<file path="src/acps_pkg.sv">
package acps_pkg;
  localparam logic [11:0] ADDR_CORE_CTRL = 12'h000;
  localparam logic [11:0] ADDR_OUT_PORT  = 12'h004;
  localparam logic [11:0] ADDR_MP_CFG    = 12'h008;
  localparam logic [11:0] ADDR_POWER     = 12'h00C;
  localparam logic [11:0] ADDR_OSC_PD    = 12'h010;
  localparam logic [11:0] ADDR_STATUS    = 12'h014;
  // Printed register indices, kept for reference
  localparam int IDX_OUT_PORT = 2078;
  localparam int IDX_MP_CFG   = 2081;
  // Core control fields
  localparam int CC_CLEAR_BIT   = 2;
  localparam int CC_MUTE_IN_BIT = 3;
  localparam int CC_MUTE_OUT_BIT = 4;
  localparam int CC_RATE_LSB    = 5;
  // Output port fields
  localparam int OP_DIV_LSB    = 0;
  localparam int OP_MASTER_BIT = 2;
  // Multipurpose pin eleven function field
  localparam int MULTIPURPOSE_PIN_ELEVEN_FUNC_LSB = 0;
  localparam logic [3:0] MULTIPURPOSE_PIN_ELEVEN_FUNC_BITCLK = 4'h1;
  // Power fields
  localparam int PW_ADC_BIT   = 0;
  localparam int PW_DAC_LSB   = 1;
  localparam int PW_REF_A_BIT = 6;
  localparam int PW_REF_B_BIT = 7;
  localparam int OSC_PD_BIT   = 0;
  localparam logic [31:0] RESET_VALUE = 32'h0000_0000;
  // Timing
  localparam int PLL_START_CYCLES = 262144;
  localparam int RAMP_STEPS       = 64;
  localparam int BOOT_CYCLES      = 64;
  localparam logic [1:0] RESP_OKAY   = 2'h0;
  localparam logic [1:0] RESP_SLVERR = 2'h2;
endpackage

</file>
<file path="src/acps_ramp.sv">
`timescale 1ns/1ps
// Gradual volume ramp; gain steps toward 0 when muted, toward full when released
module acps_ramp
(
  input  wire logic       aclk,
  input  wire logic       aresetn,
  input  wire logic       mute,
  output logic [6:0]      gain
);
  logic [6:0] gain_ff;
  logic [6:0] nxt_gain;
  localparam logic [6:0] FULL = 7'(acps_pkg::RAMP_STEPS);
  assign nxt_gain = mute ? ((gain_ff != 7'h00) ? gain_ff - 7'h01 : gain_ff)
                         : ((gain_ff != FULL) ? gain_ff + 7'h01 : gain_ff);
  always_ff @(posedge aclk)
  begin
    if (!aresetn)
      gain_ff <= FULL;
    else
      gain_ff <= nxt_gain;
  end
  assign gain = gain_ff;
endmodule // acps_ramp

</file>
<file path="src/acps_top.sv">
// Register access over AXI4-Lite and the placing of the registers were chosen for this implementation.
`timescale 1ns/1ps
module acps_top
#(
  parameter int PLL_START_CYCLES = acps_pkg::PLL_START_CYCLES
)
(
  input  wire logic        aclk,
  input  wire logic        aresetn,
  input  wire logic        ratio_strap_low,
  input  wire logic        ratio_strap_high,
  input  wire logic [31:0] s_axi_awaddr,
  input  wire logic        s_axi_awvalid,
  output logic             s_axi_awready,
  input  wire logic [31:0] s_axi_wdata,
  input  wire logic [3:0]  s_axi_wstrb,
  input  wire logic        s_axi_wvalid,
  output logic             s_axi_wready,
  output logic [1:0]       s_axi_bresp,
  output logic             s_axi_bvalid,
  input  wire logic        s_axi_bready,
  input  wire logic [31:0] s_axi_araddr,
  input  wire logic        s_axi_arvalid,
  output logic             s_axi_arready,
  output logic [31:0]      s_axi_rdata,
  output logic [1:0]       s_axi_rresp,
  output logic             s_axi_rvalid,
  input  wire logic        s_axi_rready,
  output logic [1:0]       clock_ratio_code,
  output logic             pll_locked,
  output logic             boot_done,
  output logic [6:0]       in_gain,
  output logic [6:0]       out_gain,
  output logic             datapath_clear,
  output logic             adc_powerdown,
  output logic [3:0]       dac_powerdown,
  output logic             reference_powerdown,
  output logic             crystal_drive_enable,
  output logic             multipurpose_pin_eleven,
  output logic             multipurpose_pin_eleven_oe
);
  typedef enum logic [1:0] {ST_PLL, ST_BOOT, ST_RUN} acps_state_e;

  function automatic logic hit(input logic [31:0] a, input logic [11:0] off);
    hit = (a[11:0] == off) && (a[31:12] == 20'h00000);
  endfunction

  // Strap synchronisers; second stage alone is read
  logic [1:0] strap_s1_ff;
  logic [1:0] strap_s2_ff;
  logic [1:0] ratio_ff;
  logic       rst_seen_ff;
  always_ff @(posedge aclk)
  begin
    strap_s1_ff <= {ratio_strap_high, ratio_strap_low};
    strap_s2_ff <= strap_s1_ff;
  end

  // Ratio tracks straps during reset, frozen from release on
  always_ff @(posedge aclk)
  begin
    if (!aresetn)
    begin
      ratio_ff    <= strap_s2_ff;
      rst_seen_ff <= 1'b0;
    end
    else
      rst_seen_ff <= 1'b1;
  end

  // Start-up: PLL lock count then boot load
  acps_state_e state_ff;
  acps_state_e nxt_state;
  logic [18:0] cnt_ff;
  logic [18:0] nxt_cnt;
  wire         cnt_end = (state_ff == ST_PLL) ? (cnt_ff == 19'(PLL_START_CYCLES - 1))
                                               : (cnt_ff == 19'(acps_pkg::BOOT_CYCLES - 1));
  always_comb
  begin
    nxt_state = state_ff;
    nxt_cnt   = cnt_ff + 19'h00001;
    case (state_ff)
      ST_PLL:
        if (cnt_end)
        begin
          nxt_state = ST_BOOT;
          nxt_cnt   = 19'h00000;
        end
      ST_BOOT:
        if (cnt_end)
        begin
          nxt_state = ST_RUN;
          nxt_cnt   = 19'h00000;
        end
      ST_RUN:  nxt_cnt = cnt_ff;
      default: nxt_state = ST_PLL;
    endcase
  end
  always_ff @(posedge aclk)
  begin
    if (!aresetn)
    begin
      state_ff <= ST_PLL;
      cnt_ff   <= 19'h00000;
    end
    else
    begin
      state_ff <= nxt_state;
      cnt_ff   <= nxt_cnt;
    end
  end
  wire ready = (state_ff == ST_RUN);

  // Registers
  logic [31:0] core_ff;
  logic [31:0] outp_ff;
  logic [31:0] mpcfg_ff;
  logic [31:0] power_ff;
  logic [31:0] oscpd_ff;

  // AXI write: address and data latched in either order
  logic        aw_ok_ff;
  logic        w_ok_ff;
  logic [31:0] awaddr_ff;
  logic [31:0] wdata_ff;
  logic [3:0]  wstrb_ff;
  logic        bvalid_ff;
  logic [1:0]  bresp_ff;
  // Ready comes from a flop like every other port; costs one cycle per request
  logic        awready_ff;
  logic        wready_ff;
  wire nxt_awready = s_axi_awvalid && !aw_ok_ff && !bvalid_ff && !awready_ff;
  wire nxt_wready  = s_axi_wvalid && !w_ok_ff && !bvalid_ff && !wready_ff;
  wire aw_take     = s_axi_awvalid && awready_ff;
  wire w_take      = s_axi_wvalid && wready_ff;
  wire do_wr   = aw_ok_ff && w_ok_ff && !bvalid_ff;
  wire wr_core = hit(awaddr_ff, acps_pkg::ADDR_CORE_CTRL);
  wire wr_outp = hit(awaddr_ff, acps_pkg::ADDR_OUT_PORT);
  wire wr_mp   = hit(awaddr_ff, acps_pkg::ADDR_MP_CFG);
  wire wr_pw   = hit(awaddr_ff, acps_pkg::ADDR_POWER);
  wire wr_osc  = hit(awaddr_ff, acps_pkg::ADDR_OSC_PD);
  wire wr_any  = wr_core || wr_outp || wr_mp || wr_pw || wr_osc;
  // Writes during start-up are refused: registers are being initialised
  wire wr_en   = do_wr && wr_any && ready;

  function automatic logic [31:0] merge(input logic [31:0] old, input logic [31:0] d,
                                        input logic [3:0] s);
    for (int i = 0; i < 4; i++)
      merge[i*8 +: 8] = s[i] ? d[i*8 +: 8] : old[i*8 +: 8];
  endfunction

  always_ff @(posedge aclk)
  begin
    if (!aresetn)
    begin
      aw_ok_ff  <= 1'b0;
      w_ok_ff   <= 1'b0;
      awaddr_ff <= 32'h0000_0000;
      wdata_ff  <= 32'h0000_0000;
      wstrb_ff  <= 4'h0;
      bvalid_ff <= 1'b0;
      bresp_ff  <= acps_pkg::RESP_OKAY;
      awready_ff <= 1'b0;
      wready_ff  <= 1'b0;
    end
    else
    begin
      awready_ff <= nxt_awready;
      wready_ff  <= nxt_wready;
      if (aw_take)
      begin
        aw_ok_ff  <= 1'b1;
        awaddr_ff <= s_axi_awaddr;
      end
      if (w_take)
      begin
        w_ok_ff  <= 1'b1;
        wdata_ff <= s_axi_wdata;
        wstrb_ff <= s_axi_wstrb;
      end
      if (do_wr)
      begin
        aw_ok_ff  <= 1'b0;
        w_ok_ff   <= 1'b0;
        bvalid_ff <= 1'b1;
        bresp_ff  <= wr_en ? acps_pkg::RESP_OKAY : acps_pkg::RESP_SLVERR;
      end
      else if (bvalid_ff && s_axi_bready)
        bvalid_ff <= 1'b0;
    end
  end

  // Register file; all clear to zero on reset
  always_ff @(posedge aclk)
  begin
    if (!aresetn)
    begin
      core_ff  <= acps_pkg::RESET_VALUE;
      outp_ff  <= acps_pkg::RESET_VALUE;
      mpcfg_ff <= acps_pkg::RESET_VALUE;
      power_ff <= acps_pkg::RESET_VALUE;
      oscpd_ff <= acps_pkg::RESET_VALUE;
    end
    else if (wr_en)
    begin
      if (wr_core) core_ff  <= merge(core_ff, wdata_ff, wstrb_ff);
      if (wr_outp) outp_ff  <= merge(outp_ff, wdata_ff, wstrb_ff);
      if (wr_mp)   mpcfg_ff <= merge(mpcfg_ff, wdata_ff, wstrb_ff);
      if (wr_pw)   power_ff <= merge(power_ff, wdata_ff, wstrb_ff);
      if (wr_osc)  oscpd_ff <= merge(oscpd_ff, wdata_ff, wstrb_ff);
    end
  end

  // AXI read
  logic        rvalid_ff;
  logic [31:0] rdata_ff;
  logic [1:0]  rresp_ff;
  logic        arready_ff;
  logic [6:0]  in_gain_w;
  logic [6:0]  out_gain_w;
  wire nxt_arready = s_axi_arvalid && !rvalid_ff && !arready_ff;
  wire ar_take     = s_axi_arvalid && arready_ff;
  wire [31:0] status_word = {24'h000000, out_gain_w == 7'h00, in_gain_w == 7'h00,
                             rst_seen_ff, ready, state_ff != ST_PLL, 1'b0, ratio_ff};
  logic [31:0] rd_mux;
  logic        rd_hit;
  always_comb
  begin
    rd_hit = 1'b1;
    rd_mux = 32'h0000_0000;
    case (s_axi_araddr[11:0])
      acps_pkg::ADDR_CORE_CTRL: rd_mux = core_ff;
      acps_pkg::ADDR_OUT_PORT:  rd_mux = outp_ff;
      acps_pkg::ADDR_MP_CFG:    rd_mux = mpcfg_ff;
      acps_pkg::ADDR_POWER:     rd_mux = power_ff;
      acps_pkg::ADDR_OSC_PD:    rd_mux = oscpd_ff;
      acps_pkg::ADDR_STATUS:    rd_mux = status_word;
      default:                  rd_hit = 1'b0;
    endcase
    if (s_axi_araddr[31:12] != 20'h00000)
      rd_hit = 1'b0;
  end
  always_ff @(posedge aclk)
  begin
    if (!aresetn)
    begin
      rvalid_ff <= 1'b0;
      rdata_ff  <= 32'h0000_0000;
      rresp_ff  <= acps_pkg::RESP_OKAY;
      arready_ff <= 1'b0;
    end
    else
    begin
      arready_ff <= nxt_arready;
      if (ar_take)
      begin
        rvalid_ff <= 1'b1;
        rdata_ff  <= rd_hit ? rd_mux : 32'h0000_0000;
        rresp_ff  <= rd_hit ? acps_pkg::RESP_OKAY : acps_pkg::RESP_SLVERR;
      end
      else if (s_axi_rready)
        rvalid_ff <= 1'b0;
    end
  end

  // Mute ramps
  acps_ramp u_in_ramp
  (
    .aclk    (aclk),
    .aresetn (aresetn),
    .mute    (core_ff[acps_pkg::CC_MUTE_IN_BIT]),
    .gain    (in_gain_w)
  );
  acps_ramp u_out_ramp
  (
    .aclk    (aclk),
    .aresetn (aresetn),
    .mute    (core_ff[acps_pkg::CC_MUTE_OUT_BIT]),
    .gain    (out_gain_w)
  );

  // Bit clock divider for pin eleven: divide by 2^(sel+1)
  logic [3:0] div_ff;
  wire [1:0] div_sel = outp_ff[acps_pkg::OP_DIV_LSB +: 2];
  wire       multipurpose_pin_eleven_on = (mpcfg_ff[acps_pkg::MULTIPURPOSE_PIN_ELEVEN_FUNC_LSB +: 4] == acps_pkg::MULTIPURPOSE_PIN_ELEVEN_FUNC_BITCLK)
                       && outp_ff[acps_pkg::OP_MASTER_BIT];
  always_ff @(posedge aclk)
  begin
    if (!aresetn)
      div_ff <= 4'h0;
    else
      div_ff <= div_ff + 4'h1;
  end

  // Registered outputs
  always_ff @(posedge aclk)
  begin
    if (!aresetn)
    begin
      in_gain                    <= 7'h00;
      out_gain                   <= 7'h00;
      datapath_clear             <= 1'b1;
      adc_powerdown              <= 1'b0;
      dac_powerdown              <= 4'h0;
      reference_powerdown        <= 1'b0;
      crystal_drive_enable       <= 1'b1;
      multipurpose_pin_eleven    <= 1'b0;
      multipurpose_pin_eleven_oe <= 1'b0;
      pll_locked                 <= 1'b0;
      boot_done                  <= 1'b0;
      clock_ratio_code           <= 2'h0;
    end
    else
    begin
      in_gain                    <= in_gain_w;
      out_gain                   <= out_gain_w;
      datapath_clear             <= core_ff[acps_pkg::CC_CLEAR_BIT] || !ready;
      adc_powerdown              <= power_ff[acps_pkg::PW_ADC_BIT];
      dac_powerdown              <= power_ff[acps_pkg::PW_DAC_LSB +: 4];
      reference_powerdown        <= power_ff[acps_pkg::PW_REF_A_BIT]
                                    && power_ff[acps_pkg::PW_REF_B_BIT];
      crystal_drive_enable       <= !oscpd_ff[acps_pkg::OSC_PD_BIT];
      multipurpose_pin_eleven    <= multipurpose_pin_eleven_on && div_ff[div_sel];
      multipurpose_pin_eleven_oe <= multipurpose_pin_eleven_on;
      pll_locked                 <= state_ff != ST_PLL;
      boot_done                  <= ready;
      clock_ratio_code           <= ratio_ff;
    end
  end

  assign s_axi_awready = awready_ff;
  assign s_axi_wready  = wready_ff;
  assign s_axi_bvalid  = bvalid_ff;
  assign s_axi_bresp   = bresp_ff;
  assign s_axi_arready = arready_ff;
  assign s_axi_rvalid  = rvalid_ff;
  assign s_axi_rdata   = rdata_ff;
  assign s_axi_rresp   = rresp_ff;
endmodule // acps_top

</file>
<file path="config.mk">
export PLATFORM = sky130hd
export DESIGN_NAME = acps_top
export DESIGN_NICKNAME = d
export VERILOG_FILES = /design/src/acps_pkg.sv /design/src/acps_ramp.sv /design/src/acps_top.sv
export SDC_FILE = /design/constraint.sdc
export NUM_CORES = 1
export LEC_CHECK = 0
export ABC_AREA = 1
export CAP_MARGIN = 20
export CORE_MARGIN = 2
export CORE_UTILIZATION = 60
export CTS_CLUSTER_DIAMETER = 80
export CTS_CLUSTER_SIZE = 30
export DETAILED_ROUTE_END_ITERATION = 8
export DONT_BUFFER_PORTS = 1
export PLACE_DENSITY = 0.75
export SETUP_SLACK_MARGIN = 0.4
export SYNTH_ARGS = -nofsm -noshare
export SYNTH_HDL_FRONTEND = slang
export SYNTH_SLANG_ARGS = --single-unit
</file>
<file path="constraint.sdc">
create_clock -name aclk -period 5.2 [get_ports aclk]
set_input_delay 0.52 -clock aclk [delete_from_list [all_inputs] [get_ports aclk]]
set_output_delay 0.52 -clock aclk [all_outputs]
set_load 0.01 [all_outputs]
</file>
==> load_flow_metrics.sql, run 1 <==
INSERT INTO impl_metrics (metric_group, metric, value, unit) VALUES
('route', 'drt_pass1_iterations', '6', ''),
('setup_path', 'cp.required', '5.67', 'ns'),
('cts', 'cts_h_tree_lvls', '1', ''),
('route', 'drc', '0', ''),
('yosys', 'synth_cells', '2398', ''),
('yosys', 'synth-seq-cells', '343', ''),
('global_routing', 'first_global_vias', '13000', ''),
('cts', 'cts.clk_slew.worst_paths', '0.11', 'ns'),
('yosys', 'synthesis.area', '16200', 'µm²'),
('sta', 'fin_crit_share', '0.570', ''),
('global_routing', 'grt_pass1_wl', '65800', 'µm'),
('global_routing', 'grt_max_degree', '264', ''),
('sta', 'finalHoldWorstSlack', '0.0561', 'ns'),
('outcome', 'outcome', 'completed', ''),
('cts', 'tritoncts_clock_tree', 'built', ''),
('route', 'route.final.wire_length', '40200', 'µm'),
('global_routing', 'antenna_found_initial', '6', ''),
('floorplanning', 'num_rows', '60', ''),
('yosys', 'synth_warnings', '0', ''),
('route', 'initialDrtViolationCount', '1276', ''),
('sta', 'finalHoldViolCount', '0', ''),
('job', 'max_cap_viol_count', '0', ''),
('sta', 'final_max_slew_viol_count', '0', ''),
('worst_hold_path', 'hp-class', 'primary input to flip-flop', ''),
('layout', 'final-seq-area', '6890', 'µm²'),
('cts', 'insertion_delay', '0.55', 'ns'),
('layout', 'final_core_utilization', '0.630', ''),
('layout', 'area_of_combinational_cells_with_multiple_inputs', '7090', 'µm²'),
('setup_path', 'worstSetupStartpointType', 'flip-flop', ''),
('cts', 'buffer_type_at_the_clock_tree_root', 'clkbuf_16', ''),
('sta', 'period_minus_slack', '2.96', 'ns'),
('layout', 'nNetsFinal', '2447', ''),
('cts', 'ctsHoldBuffers', '2', ''),
('setup_path', 'timing.critical_path.depth', '10', ''),
('power_and_ir_drop', 'power.static_leakage', '7.13', 'nW'),
('cts', 'numCtsBuffers', '16', ''),
('placed_design', 'placement.io_buffers', '0', ''),
('sta', 'max_freq', '0.337', 'GHz'),
('placed_design', 'gpl.final_weighted_congestion', '0.852', ''),
('sta', 'timing.clock.skew', '0.0417', 'ns'),
('floorplanning', 'floorplan.die.height', '168', 'µm'),
('setup_path', 'crit_path_cell_trace', 'nor2_1, inv_1, nor3_1, nand3_2, nand3_4, buf_12, nand3_1, nand2_1, inv_1, nor2_1', ''),
('route', 'detail_route.wl_per_cell', '15.0', 'µm'),
('placed_design', 'dp.final_hpwl', '26900', 'µm'),
('route', 'postRouteAntennaNets', '0', ''),
('sta', 'tightest_slew', '0.977', 'ns'),
('floorplanning', 'die-width', '168', 'µm'),
('floorplanning', 'ioPinCount', '178', ''),
('global_routing', 'track_usage', '0.280', ''),
('yosys', 'yosys.cell_types.count', '42', ''),
('setup_path', 'r2r_cells', '10', ''),
('setup_path', 'crit_fanout', '77', ''),
('cts', 'ctsResizeCount', '0', ''),
('sta', 'slew-limit-headroom', '0.349', ''),
('yosys', 'synth_sequential_area_ratio', '0.424', ''),
('setup_path', 'critical_path.top_delay_family', 'simple AND/OR/NAND/NOR gates', ''),
('route', 'dr_total_vias', '14300', ''),
('setup_path', 'worst_ep_arrival_time', '3.43', 'ns'),
('cts', 'clock_sinks', '343', ''),
('layout', 'final_cell_count_no_fill', '2675', ''),
('sta', 'tns', '0', 'ns'),
('power_and_ir_drop', 'vdd_ir_drop_max', '0.251', 'mV'),
('floorplanning', 'floorplan.initialDensity', '0.607', ''),
('floorplanning', 'design.core.area', '26700', 'µm²'),
('worst_hold_path', 'worst_hold_path.num_cells', '1', ''),
('power_and_ir_drop', 'final_power', '4.66', 'mW'),
('layout', 'synthToLayoutAreaGrowth', '3.67', '%'),
('cts', 'cts-root-to-sink-buffers', '3', ''),
('power_and_ir_drop', 'powerDensity', '277', 'nW/µm²'),
('yosys', 'post_synth.cell_area_avg', '6.77', 'µm²'),
('sta', 'finalSetupViolations', '0', ''),
('sta', 'setup_repair_after_global_routing_missed_its_margin', 'false', ''),
('route', 'viasPerCell', '5.34', ''),
('setup_path', 'timing.critical_path.to_type', 'flip-flop', ''),
('setup_path', 'timing.critical_path.slowest_stage_cell', 'nand3_4', ''),
('floorplanning', 'floorplan.die_area', '28400', 'µm²'),
('global_routing', 'overflow', '0', ''),
('setup_path', 'worst_path_largest_cell_delay', '0.74', 'ns'),
('cts', 'post-cts-setup-buffers', '0', ''),
('layout', 'final_layout_size_suffix_gt1_frac', '0.0378', ''),
('layout', 'num-fill-cells', '2514', ''),
('placed_design', 'placed_cells', '2645', ''),
('setup_path', 'worstPathBufferInverterCount', '3', ''),
('setup_path', 'criticalPathCategory', 'flip-flop to flip-flop', '');
## metal layers
layer	global-route usage	up-vias	wire (µm)
met4	0.0663	6	795
met2	0.459	451	18000
met3	0.0680	61	3600
met5	0	-	45
li1	-	7304	-
met1	0.377	6464	17700
## state kept, by name, summed over array words and instances, names as in the netlist, 19 cells and up
register	cells
outp_ff	32
s_axi_rdata	32
core_ff	32
wdata_ff	32
cnt_ff	19
awaddr_ff	32
mpcfg_ff	32
oscpd_ff	32
power_ff	32
## worst paths after layout
path	from	endpoint	slack [ns]
setup reg to reg	awaddr_ff[0]$_SDFFE_PN0P_	outp_ff[10]$_SDFFE_PN0P_	2.24
setup / recovery	awaddr_ff[0]$_SDFFE_PN0P_	outp_ff[10]$_SDFFE_PN0P_	2.24
hold reg to reg	strap_s1_ff[0]$_DFF_P_	strap_s2_ff[0]$_DFF_P_	0.34
hold / removal	aresetn	crystal_drive_enable$_SDFF_PN1_	0.06
## where the power goes
part / switching, mW / internal (mW) / leakage (nW)
clock: 0.883 / 0.608 / 0.235
sequential: 0.0469 / 2.69 / 2.78
combinational: 0.306 / 0.119 / 4.12
total: 1.24 / 3.42 / 7.13
## cell usage after synthesis (all sizes together)
| master | number | area (µm²) |
|---|---|---|
| xnor2 | 7 | 61.3 |
| nand4 | 171 | 1070 |
| o21ai | 93 | 465 |
| o22ai | 32 | 200 |
| inv | 467 | 1760 |
| buf | 54 | 294 |
| nand2 | 513 | 1930 |
| nor3 | 72 | 500 |
| ha | 12 | 150 |
| a21oi | 96 | 480 |
| a21boi | 1 | 7.51 |
| nor3b | 3 | 22.5 |
| conb | 1 | 3.75 |
| o21bai | 1 | 7.51 |
| o211ai | 3 | 22.5 |
| clkbuf | 56 | 210 |
| fa | 2 | 40.0 |
| and2 | 2 | 12.5 |
| dfxtp | 341 | 6830 |
| clkinv | 4 | 15.0 |
| nand3 | 66 | 503 |
| xor2 | 5 | 43.8 |
| a21o | 3 | 22.5 |
| or2 | 3 | 18.8 |
| nor4 | 7 | 43.8 |
| nor2 | 381 | 1460 |
| edfxtp | 2 | 60.1 |
## area by class of cell
type	count	area share
clock buffer	18	0.0248
multi-input combinational	1475	0.421
antenna	3	0.000446
inverter	471	0.105
tap	341	0.0254
clock inverter	7	0.00439
sequential	343	0.409
timing repair buffer	17	0.00937
## cell families (layout without fill, tap and decap cells)
| kind of cell | count (synthesis) | after routing | share of synthesized area |
|---|---|---|---|
| AO/OA/AOI/OAI | 229 | 229 | 0.0743 |
| XOR/XNOR | 12 | 12 | 0.00647 |
| adder cells (fa/ha/maj) | 14 | 14 | 0.0117 |
| buffers and inverters | 581 | 513 | 0.140 |
| flip-flops | 343 | 343 | 0.424 |
| other | 1 | 5 | 0.000231 |
| AND/OR/NAND/NOR | 1218 | 1218 | 0.343 |
## stage by stage
| step | worst slack, ns | area (µm²) |
|---|---|---|
| after global routing | 1.96 | 16800 |
| after detailed placement | 2.17 | 16300 |
| after CTS | 2.27 | 16800 |
| after global placement | 2.18 | 16300 |
| after floorplan | 3.33 | 16200 |
| final | 2.24 | 16800 |
## worst register-to-register path: cells and delay by family (launching register included)
kind	cells	cell delay, ns
flops	1	0.33
buf+inv	3	0.52
simple gates	7	2.02
## placed cells by master, fill, tap and decap left out, types with 3 or more instances in the layout
cell / netlist / final
a21oi_1: 96 / 96
nor3_2: 10 / 11
nor3_1: 54 / 53
diode_2: 0 / 3
nand2_2: 2 / 3
inv_1: 466 / 465
nand2_1: 511 / 510
nand3_1: 48 / 47
nand3_2: 7 / 8
a21o_1: 3 / 3
clkbuf_16: 0 / 16
nand3_4: 11 / 11
o22ai_1: 32 / 32
buf_4: 5 / 13
dfxtp_1: 341 / 341
o21ai_0: 92 / 92
nor4_1: 7 / 7
nand4_1: 171 / 171
nor2_1: 377 / 377
clkinv_1: 4 / 4
xor2_1: 5 / 5
o211ai_1: 3 / 3
nor3_4: 8 / 8
ha_1: 12 / 12
xnor2_1: 7 / 7
nor3b_1: 3 / 3
(Power assumes the default switching activity.)
==> run 2: changes to the inputs <==
--- a/config.mk
+++ b/config.mk
@@ -5,7 +5,7 @@
 export SDC_FILE = /design/constraint.sdc
 export NUM_CORES = 1
 export LEC_CHECK = 0
-export ABC_AREA = 1
+export ABC_AREA = 0
 export CAP_MARGIN = 20
 export CORE_MARGIN = 2
 export CORE_UTILIZATION = 60
==> constraint.sdc (replaced) <==
create_clock -name aclk -period 2.9 [get_ports aclk]
set_input_delay 0.29 -clock aclk [delete_from_list [all_inputs] [get_ports aclk]]
set_output_delay 0.29 -clock aclk [all_outputs]
set_load 0.01 [all_outputs]
==> run 2 against run 1 <==
Non-clock buffer count is 137 higher. Hold slack worse by 0.0018 ns. Clock-buffer cell count down 2. Critical endpoint is now power_ff[1]$_SDFFE_PN0P_. Global-route usage fell by 0.21 points. First-iteration DRC count fell by 49%. Final cell count shrank 31%. Wire length fell by 15%.
==> load_flow_metrics.sql, run 2 <==
INSERT INTO impl_metrics (metric_group, metric, value, unit) VALUES
('setup_path', 'timing.critical_path.to_type', 'flip-flop', ''),
('setup_path', 'r2r_cells', '4', ''),
('yosys', 'synthArstFlopShare', '0', ''),
('yosys', 'synth_cells', '1482', ''),
('global_routing', 'overflow', '0', ''),
('floorplanning', 'die-width', '155', 'µm'),
('sta', 'finalHoldViolCount', '0', ''),
('setup_path', 'crit_fanout', '14', ''),
('setup_path', 'worst_ep_arrival_time', '2.67', 'ns'),
('yosys', 'synth_top_family_by_area', 'simple AND/OR/NAND/NOR gates', ''),
('setup_path', 'ff2ff_setup_slack', '0.67', 'ns'),
('layout', 'num-fill-cells', '1767', ''),
('sta', 'final_max_slew_viol_count', '0', ''),
('yosys', 'synth_common_cells', 'nand2_1, dfxtp_1, mux2i_1, a21oi_1, clkbuf_1', ''),
('worst_hold_path', 'worst_hold_path.num_cells', '3', ''),
('yosys', 'synth_area_leader_cell', 'dfxtp_1', ''),
('route', 'drc', '0', ''),
('placed_design', 'placement.io_buffers', '0', ''),
('power_and_ir_drop', 'power.static_leakage', '6.36', 'nW'),
('route', 'route.final.wire_length', '34000', 'µm'),
('setup_path', 'worst_r2r_startpoint', 'awaddr_ff[18]$_SDFFE_PN0P_', ''),
('sta', 'tns', '0', 'ns'),
('cts', 'buffer_type_at_the_clock_tree_root', 'clkbuf_16', ''),
('cts', 'ctsResizeCount', '0', ''),
('placed_design', 'gpl.final_weighted_congestion', '0.864', ''),
('sta', 'timing.clock.skew', '0.0153', 'ns'),
('worst_hold_path', 'hp-class', 'primary input to flip-flop', ''),
('sta', 'slew-limit-headroom', '0.327', ''),
('layout', 'most-common-layout-cells', 'nand2_1, dfxtp_1, mux2i_1', ''),
('yosys', 'post_synthesis_adder_cell_area_fraction', '0.0138', ''),
('sta', 'final.setup.worst_slack', '0.672', 'ns'),
('route', 'initialDrtViolationCount', '655', ''),
('power_and_ir_drop', 'final_power', '7.68', 'mW'),
('yosys', 'synth-compound-area-share', '0.0972', ''),
('yosys', 'post-synth-top-count-cell', 'nand2_1', ''),
('yosys', 'synth_sequential_area_ratio', '0.501', ''),
('sta', 'setup_repair_after_global_routing_missed_its_margin', 'false', ''),
('sta', 'fin_crit_share', '0.768', ''),
('yosys', 'dominantRegCellSynth', 'dfxtp_1', ''),
('layout', 'final_layout_size_suffix_gt1_frac', '0.0573', ''),
('yosys', 'synth-seq-cells', '343', ''),
('yosys', 'synth_enable_flop_cells', '2', ''),
('global_routing', 'grt_max_degree', '132', ''),
('floorplanning', 'ioPinCount', '178', ''),
('yosys', 'share_of_cell_area_taken_by_muxes_after_synthesis', '0.147', ''),
('global_routing', 'track_usage', '0.278', ''),
('placed_design', 'dp_worst_setup_slack', '0.538', 'ns'),
('yosys', 'synth_simple_gate_area_frac', '0.193', ''),
('global_routing', 'grt_pass1_wl', '54500', 'µm'),
('sta', 'period_minus_slack', '2.23', 'ns'),
('job', 'max_cap_viol_count', '0', ''),
('placed_design', 'dp.final_hpwl', '21000', 'µm'),
('cts', 'tritoncts_clock_tree', 'built', ''),
('sta', 'finalSetupViolations', '0', ''),
('cts', 'post-cts-setup-buffers', '0', ''),
('cts', 'numCtsBuffers', '15', ''),
('sta', 'tightest_slew', '1.01', 'ns'),
('floorplanning', 'design.core.area', '22600', 'µm²'),
('floorplanning', 'floorplan.initialDensity', '0.609', ''),
('worst_hold_path', 'timing.hold.worst.start', 'aresetn', ''),
('route', 'drt_pass1_iterations', '5', ''),
('cts', 'cts-root-to-sink-buffers', '3', ''),
('floorplanning', 'floorplan.die_area', '24100', 'µm²'),
('cts', 'ctsHoldBuffers', '124', ''),
('setup_path', 'cp.required', '3.34', 'ns'),
('layout', 'nNetsFinal', '1691', ''),
('global_routing', 'antenna_found_initial', '1', ''),
('route', 'postRouteAntennaNets', '0', ''),
('outcome', 'outcome', 'completed', ''),
('yosys', 'synthesis.area', '13700', 'µm²'),
('layout', 'synthToLayoutAreaGrowth', '14.2', '%'),
('setup_path', 'worstSetupStartpointType', 'flip-flop', ''),
('route', 'viasPerCell', '5.84', ''),
('setup_path', 'criticalPathCategory', 'flip-flop to flip-flop', ''),
('route', 'dr_total_vias', '10800', ''),
('floorplanning', 'num_rows', '55', ''),
('power_and_ir_drop', 'vdd_ir_drop_max', '0.644', 'mV'),
('sta', 'max_freq', '0.449', 'GHz'),
('layout', 'commonest_non_fill_non_tap_cell_in_the_layout', 'nand2_1', ''),
('yosys', 'main_area_contributors_after_synthesis', 'dfxtp_1, mux2i_1, nand2_1, a21oi_1, mux2_2', ''),
('yosys', 'synth_xor_area_frac', '0.0166', ''),
('floorplanning', 'floorplan.die.height', '155', 'µm'),
('yosys', 'synth_top_cell_area_share', '0.497', ''),
('cts', 'clock_sinks', '343', ''),
('global_routing', 'first_global_vias', '10500', ''),
('setup_path', 'worst_setup_path_startpoint', 'awaddr_ff[18]$_SDFFE_PN0P_', ''),
('cts', 'insertion_delay', '0.51', 'ns'),
('power_and_ir_drop', 'powerDensity', '489', 'nW/µm²'),
('yosys', 'synth_warnings', '0', ''),
('yosys', 'yosys.cell_types.count', '58', ''),
('cts', 'cts_h_tree_lvls', '1', ''),
('route', 'detail_route.wl_per_cell', '18.3', 'µm'),
('cts', 'cts.clk_slew.worst_paths', '0.11', 'ns'),
('yosys', 'post_synth.cell_area_avg', '9.27', 'µm²');
## run 2: final timing paths
path                                          to
setup / recovery        power_ff[1]$_SDFFE_PN0P_
hold / removal    u_in_ramp.gain[6]$_SDFFE_PN1P_
setup reg to reg        power_ff[1]$_SDFFE_PN0P_
hold reg to reg           strap_s2_ff[0]$_DFF_P_
## run 2: kinds of logic (layout without fill, tap and decap cells)
| kind of cell | count (synthesis) | in the layout |
|---|---|---|
| xor gates and xnor gates | 26 | 26 |
| AOI/OAI and AO/OA | 206 | 206 |
| and+or+nand+nor | 594 | 594 |
| other | 1 | 3 |
| buffers and inverters | 100 | 187 |
| DFF | 343 | 343 |
| muxes | 198 | 198 |
| adders and majority gates | 14 | 14 |
## run 2: worst max-delay path, cell delays in order (launching register included)
cell	delay (ns)
dfxtp_1	0.33
nor4_1	0.36
and3_1	0.57
and3_1	0.66
mux2i_1	0.25
## run 2: power by group
part / internal, mW / total (mW) / switching, mW
logic: 0.147 / 0.326 / 0.179
clock network: 1.10 / 2.55 / 1.45
registers: 4.76 / 4.80 / 0.0393
## run 2: final cells by class
class,count,area [µm²],share of cell area
multi-input combinational,1040,6470,0.412
clock buffer,16,400,0.0255
tap,285,357,0.0227
clock inverter,3,43.8,0.00279
antenna,1,2.50,0.000159
timing repair buffer,154,1480,0.0946
inverter,14,52.6,0.00335
sequential,343,6890,0.439
## run 2: layer usage
metal / part of all wire / global-route usage / vias up
met4: 0.030 / 0.0826 / 0
met3: 0.066 / 0.0538 / 62
met2: 0.48 / 0.482 / 300
met5: 0 / 0 / -
met1: 0.42 / 0.354 / 5219
li1: - / - / 5263
## run 2: metrics by stage
stage | area (µm²) | std cells | util | hold slack, ns
finish | 15700 | 1856 | 0.695 | 0.0543
global route | 15700 | 1856 | 0.695 | 0.0392
CTS | 15700 | 1855 | 0.695 | 0.0180
detailed placement | 14000 | 1712 | 0.620 | 0.318
global placement | 14000 | 1712 | 0.620 | 0.313
floorplan | 13700 | 1483 | - | 0.310
==> run 3: changes to the inputs <==
==> constraint.sdc (replaced) <==
create_clock -name aclk -period 2.05 [get_ports aclk]
set_input_delay 0.205 -clock aclk [delete_from_list [all_inputs] [get_ports aclk]]
set_output_delay 0.205 -clock aclk [all_outputs]
set_load 0.01 [all_outputs]
==> run 3 against run 2 <==
Sequential cell count is the same. Worst setup slack lost 0.43 ns. Wire length up 11%. Die area unchanged. First-iteration DRC count rose by 24%. Combinational power grew 56%. Clock-buffer cell count did not move. Clock power rose by 36%. Via count up 7.6%. Clock skew grew 0.018 ns. Final cell count up 6.7%. Hold slack lost 0.031 ns.
==> load_flow_metrics.sql, run 3 (same netlist as run 2, synthesis figures left out) <==
INSERT INTO impl_metrics (metric_group, metric, value, unit) VALUES
('sta', 'finalSetupViolations', '0', ''),
('cts', 'insertion_delay', '0.53', 'ns'),
('layout', 'most-common-layout-cells', 'nand2_1, dfxtp_1, dlygate4sd3_1', ''),
('floorplanning', 'num_rows', '55', ''),
('sta', 'finalHoldWorstSlack', '0.0234', 'ns'),
('global_routing', 'grt_max_degree', '133', ''),
('cts', 'cts.clk_slew.worst_paths', '0.11', 'ns'),
('power_and_ir_drop', 'vdd_ir_drop_max', '0.736', 'mV'),
('global_routing', 'met1_usage', '0.389', ''),
('route', 'postRouteAntennaNets', '0', ''),
('sta', 'setup_repair_after_global_routing_missed_its_margin', 'true', ''),
('sta', 'fin_crit_share', '0.882', ''),
('setup_path', 'worst_setup_path_startpoint', 'awaddr_ff[30]$_SDFFE_PN0P_', ''),
('sta', 'finalHoldViolCount', '0', ''),
('setup_path', 'ff2ff_setup_slack', '0.24', 'ns'),
('sta', 'final_max_slew_viol_count', '0', ''),
('route', 'viasPerCell', '5.89', ''),
('layout', 'n_antenna_cell', '0', ''),
('power_and_ir_drop', 'pwr-share-comb', '0.047', ''),
('setup_path', 'r2r_cells', '7', ''),
('placed_design', 'dp_worst_setup_slack', '0.00352', 'ns'),
('floorplanning', 'floorplan.die.height', '155', 'µm'),
('worst_hold_path', 'hp-class', 'primary input to flip-flop', ''),
('layout', 'final_layout_size_suffix_gt1_frac', '0.116', ''),
('sta', 'timing.clock.skew', '0.0337', 'ns'),
('placed_design', 'dpl_cell_area', '14300', 'µm²'),
('cts', 'buffer_type_at_the_clock_tree_root', 'clkbuf_16', ''),
('cts', 'clock_sinks', '343', ''),
('layout', 'commonest_non_fill_non_tap_cell_in_the_layout', 'nand2_1', ''),
('route', 'detail_route.wl_per_cell', '19.0', 'µm'),
('global_routing', 'grt_use_met2', '0.540', ''),
('sta', 'tns', '0', 'ns'),
('power_and_ir_drop', 'power_switching_share', '0.224', ''),
('setup_path', 'worst_r2r_startpoint', 'awaddr_ff[30]$_SDFFE_PN0P_', ''),
('cts', 'tritoncts_clock_tree', 'built', ''),
('global_routing', 'antenna_found_initial', '0', ''),
('global_routing', 'gr-max-usage-layer', 'met2', ''),
('layout', 'synthToLayoutAreaGrowth', '26.0', '%'),
('global_routing', 'track_usage', '0.306', ''),
('job', 'max_cap_viol_count', '0', ''),
('power_and_ir_drop', 'sequentialPowerShare', '0.631', ''),
('cts', 'cts_h_tree_lvls', '1', ''),
('setup_path', 'timing.critical_path.to_type', 'flip-flop', ''),
('global_routing', 'grt_util_met3', '0.0432', ''),
('sta', 'final.setup.worst_slack', '0.241', 'ns'),
('power_and_ir_drop', 'clk_pwr_share', '0.321', ''),
('floorplanning', 'die-width', '155', 'µm'),
('route', 'initialDrtViolationCount', '811', ''),
('cts', 'numCtsBuffers', '15', ''),
('layout', 'nNetsFinal', '1816', ''),
('route', 'route.final.wire_length', '37700', 'µm'),
('power_and_ir_drop', 'power.static_leakage', '6.74', 'nW'),
('floorplanning', 'ioPinCount', '178', ''),
('sta', 'slew-limit-headroom', '0.521', ''),
('setup_path', 'worst_ep_arrival_time', '2.24', 'ns'),
('cts', 'cts-root-to-sink-buffers', '3', ''),
('placed_design', 'gpl.final_weighted_congestion', '0.822', ''),
('power_and_ir_drop', 'powerDensity', '621', 'nW/µm²'),
('placed_design', 'dp.final_hpwl', '21700', 'µm'),
('route', 'dr_total_vias', '11700', ''),
('power_and_ir_drop', 'power_report.internal_total', '8.35', 'mW'),
('floorplanning', 'floorplan.initialDensity', '0.609', ''),
('placed_design', 'placement.io_buffers', '0', ''),
('setup_path', 'rr_endpoint', 'power_ff[0]$_SDFFE_PN0P_', ''),
('route', 'drt_pass1_iterations', '5', ''),
('outcome', 'outcome', 'completed', ''),
('sta', 'tightest_slew', '0.717', 'ns'),
('setup_path', 'criticalPathCategory', 'flip-flop to flip-flop', ''),
('sta', 'max_freq', '0.553', 'GHz'),
('sta', 'period_minus_slack', '1.81', 'ns'),
('power_and_ir_drop', 'total_switching_power', '2.41', 'mW'),
('floorplanning', 'design.core.area', '22600', 'µm²'),
('global_routing', 'overflow', '0', ''),
('setup_path', 'cp.required', '2.48', 'ns'),
('global_routing', 'grt_pass1_wl', '59800', 'µm'),
('route', 'drc', '0', ''),
('setup_path', 'critical_path.endpoint', 'power_ff[0]$_SDFFE_PN0P_', ''),
('floorplanning', 'floorplan.die_area', '24100', 'µm²'),
('global_routing', 'first_global_vias', '11700', ''),
('layout', 'final_cell_area', '17300', 'µm²'),
('setup_path', 'crit_fanout', '21', ''),
('setup_path', 'worstSetupStartpointType', 'flip-flop', ''),
('worst_hold_path', 'timing.hold.worst.start', 's_axi_araddr[3]', '');
run 3: cell count changes in the layout (fill, tap and decap cells not counted), sizes merged:
| cell | before | now |
|---|---|---|
| buf | 31 | 70 |
| dlygate4sd3 | 123 | 209 |
| diode | 1 | 0 |
| bufinv | 1 | 0 |
| inv | 14 | 16 |
run 3: what timing repair did:
action	in CTS	in global routing
endpoints found under the setup margin	180	196
resized for setup	43	39
pin swaps	20	17
hold endpoints to repair	272	0
buffers inserted	11	4
hold buffers	210	0
run 3: power by group through the flow:
stage          Clock [mW]  Combinational [mW]  Sequential, mW
2_1_floorplan           0               0.286            6.92
3_3_place_gp            0               0.292            6.94
3_5_place_dp            0               0.300            6.94
4_1_cts              3.52               0.490            6.79
5_1_grt              3.75               0.549            6.80
6_report             3.46               0.510            6.79
run 3: how the worst min path moves through the flow:
| stage | endpoint | slack (ns) | cells past startpoint |
|---|---|---|---|
| global placement | strap_s1_ff[1]$_DFF_P_ | 0.23 | 0 |
| floorplan | rst_seen_ff$_DFF_P_ | 0.23 | 0 |
| finish | s_axi_rdata[31]$_SDFFE_PN0P_ | 0.02 | 3 |
| global route | s_axi_rdata[14]$_SDFFE_PN0P_ | 0.03 | 3 |
| CTS | mpcfg_ff[1]$_SDFFE_PN0P_ | 0.004 | 2 |
| detailed placement | strap_s1_ff[1]$_DFF_P_ | 0.23 | 0 |
run 3: critical path: stages, from the launching register on:
cell	delay [ns]
dfxtp_1	0.34
nor4_2	0.32
nand4_1	0.17
nor2_2	0.17
buf_12	0.17
and3_4	0.20
buf_12	0.14
mux2i_2	0.20
run 3: metal layers:
metal  routed length (µm)  part of all wire
met1                15600              0.41
met2                18800              0.50
met3                 2190             0.058
met4                 1050             0.028
met5                    0                 0
run 3: layout make-up:
cell class	instances	area [µm²]
Sequential cell	343	6910
Clock inverter	4	31.3
Timing Repair Buffer	279	2830
Fill cell	1521	5260
Multi-Input combinational cell	1040	6750
Tap cell	285	357
Clock buffer	16	379
Inverter	14	55.1
run 3: through the flow:
step / util / total power [mW] / cells
floorplan: - / 7.21 / 1483
global placement: 0.635 / 7.23 / 1736
detailed placement: 0.635 / 7.24 / 1736
CTS: 0.758 / 10.8 / 1977
global route: 0.767 / 11.1 / 1981
finish: 0.767 / 10.8 / 1981
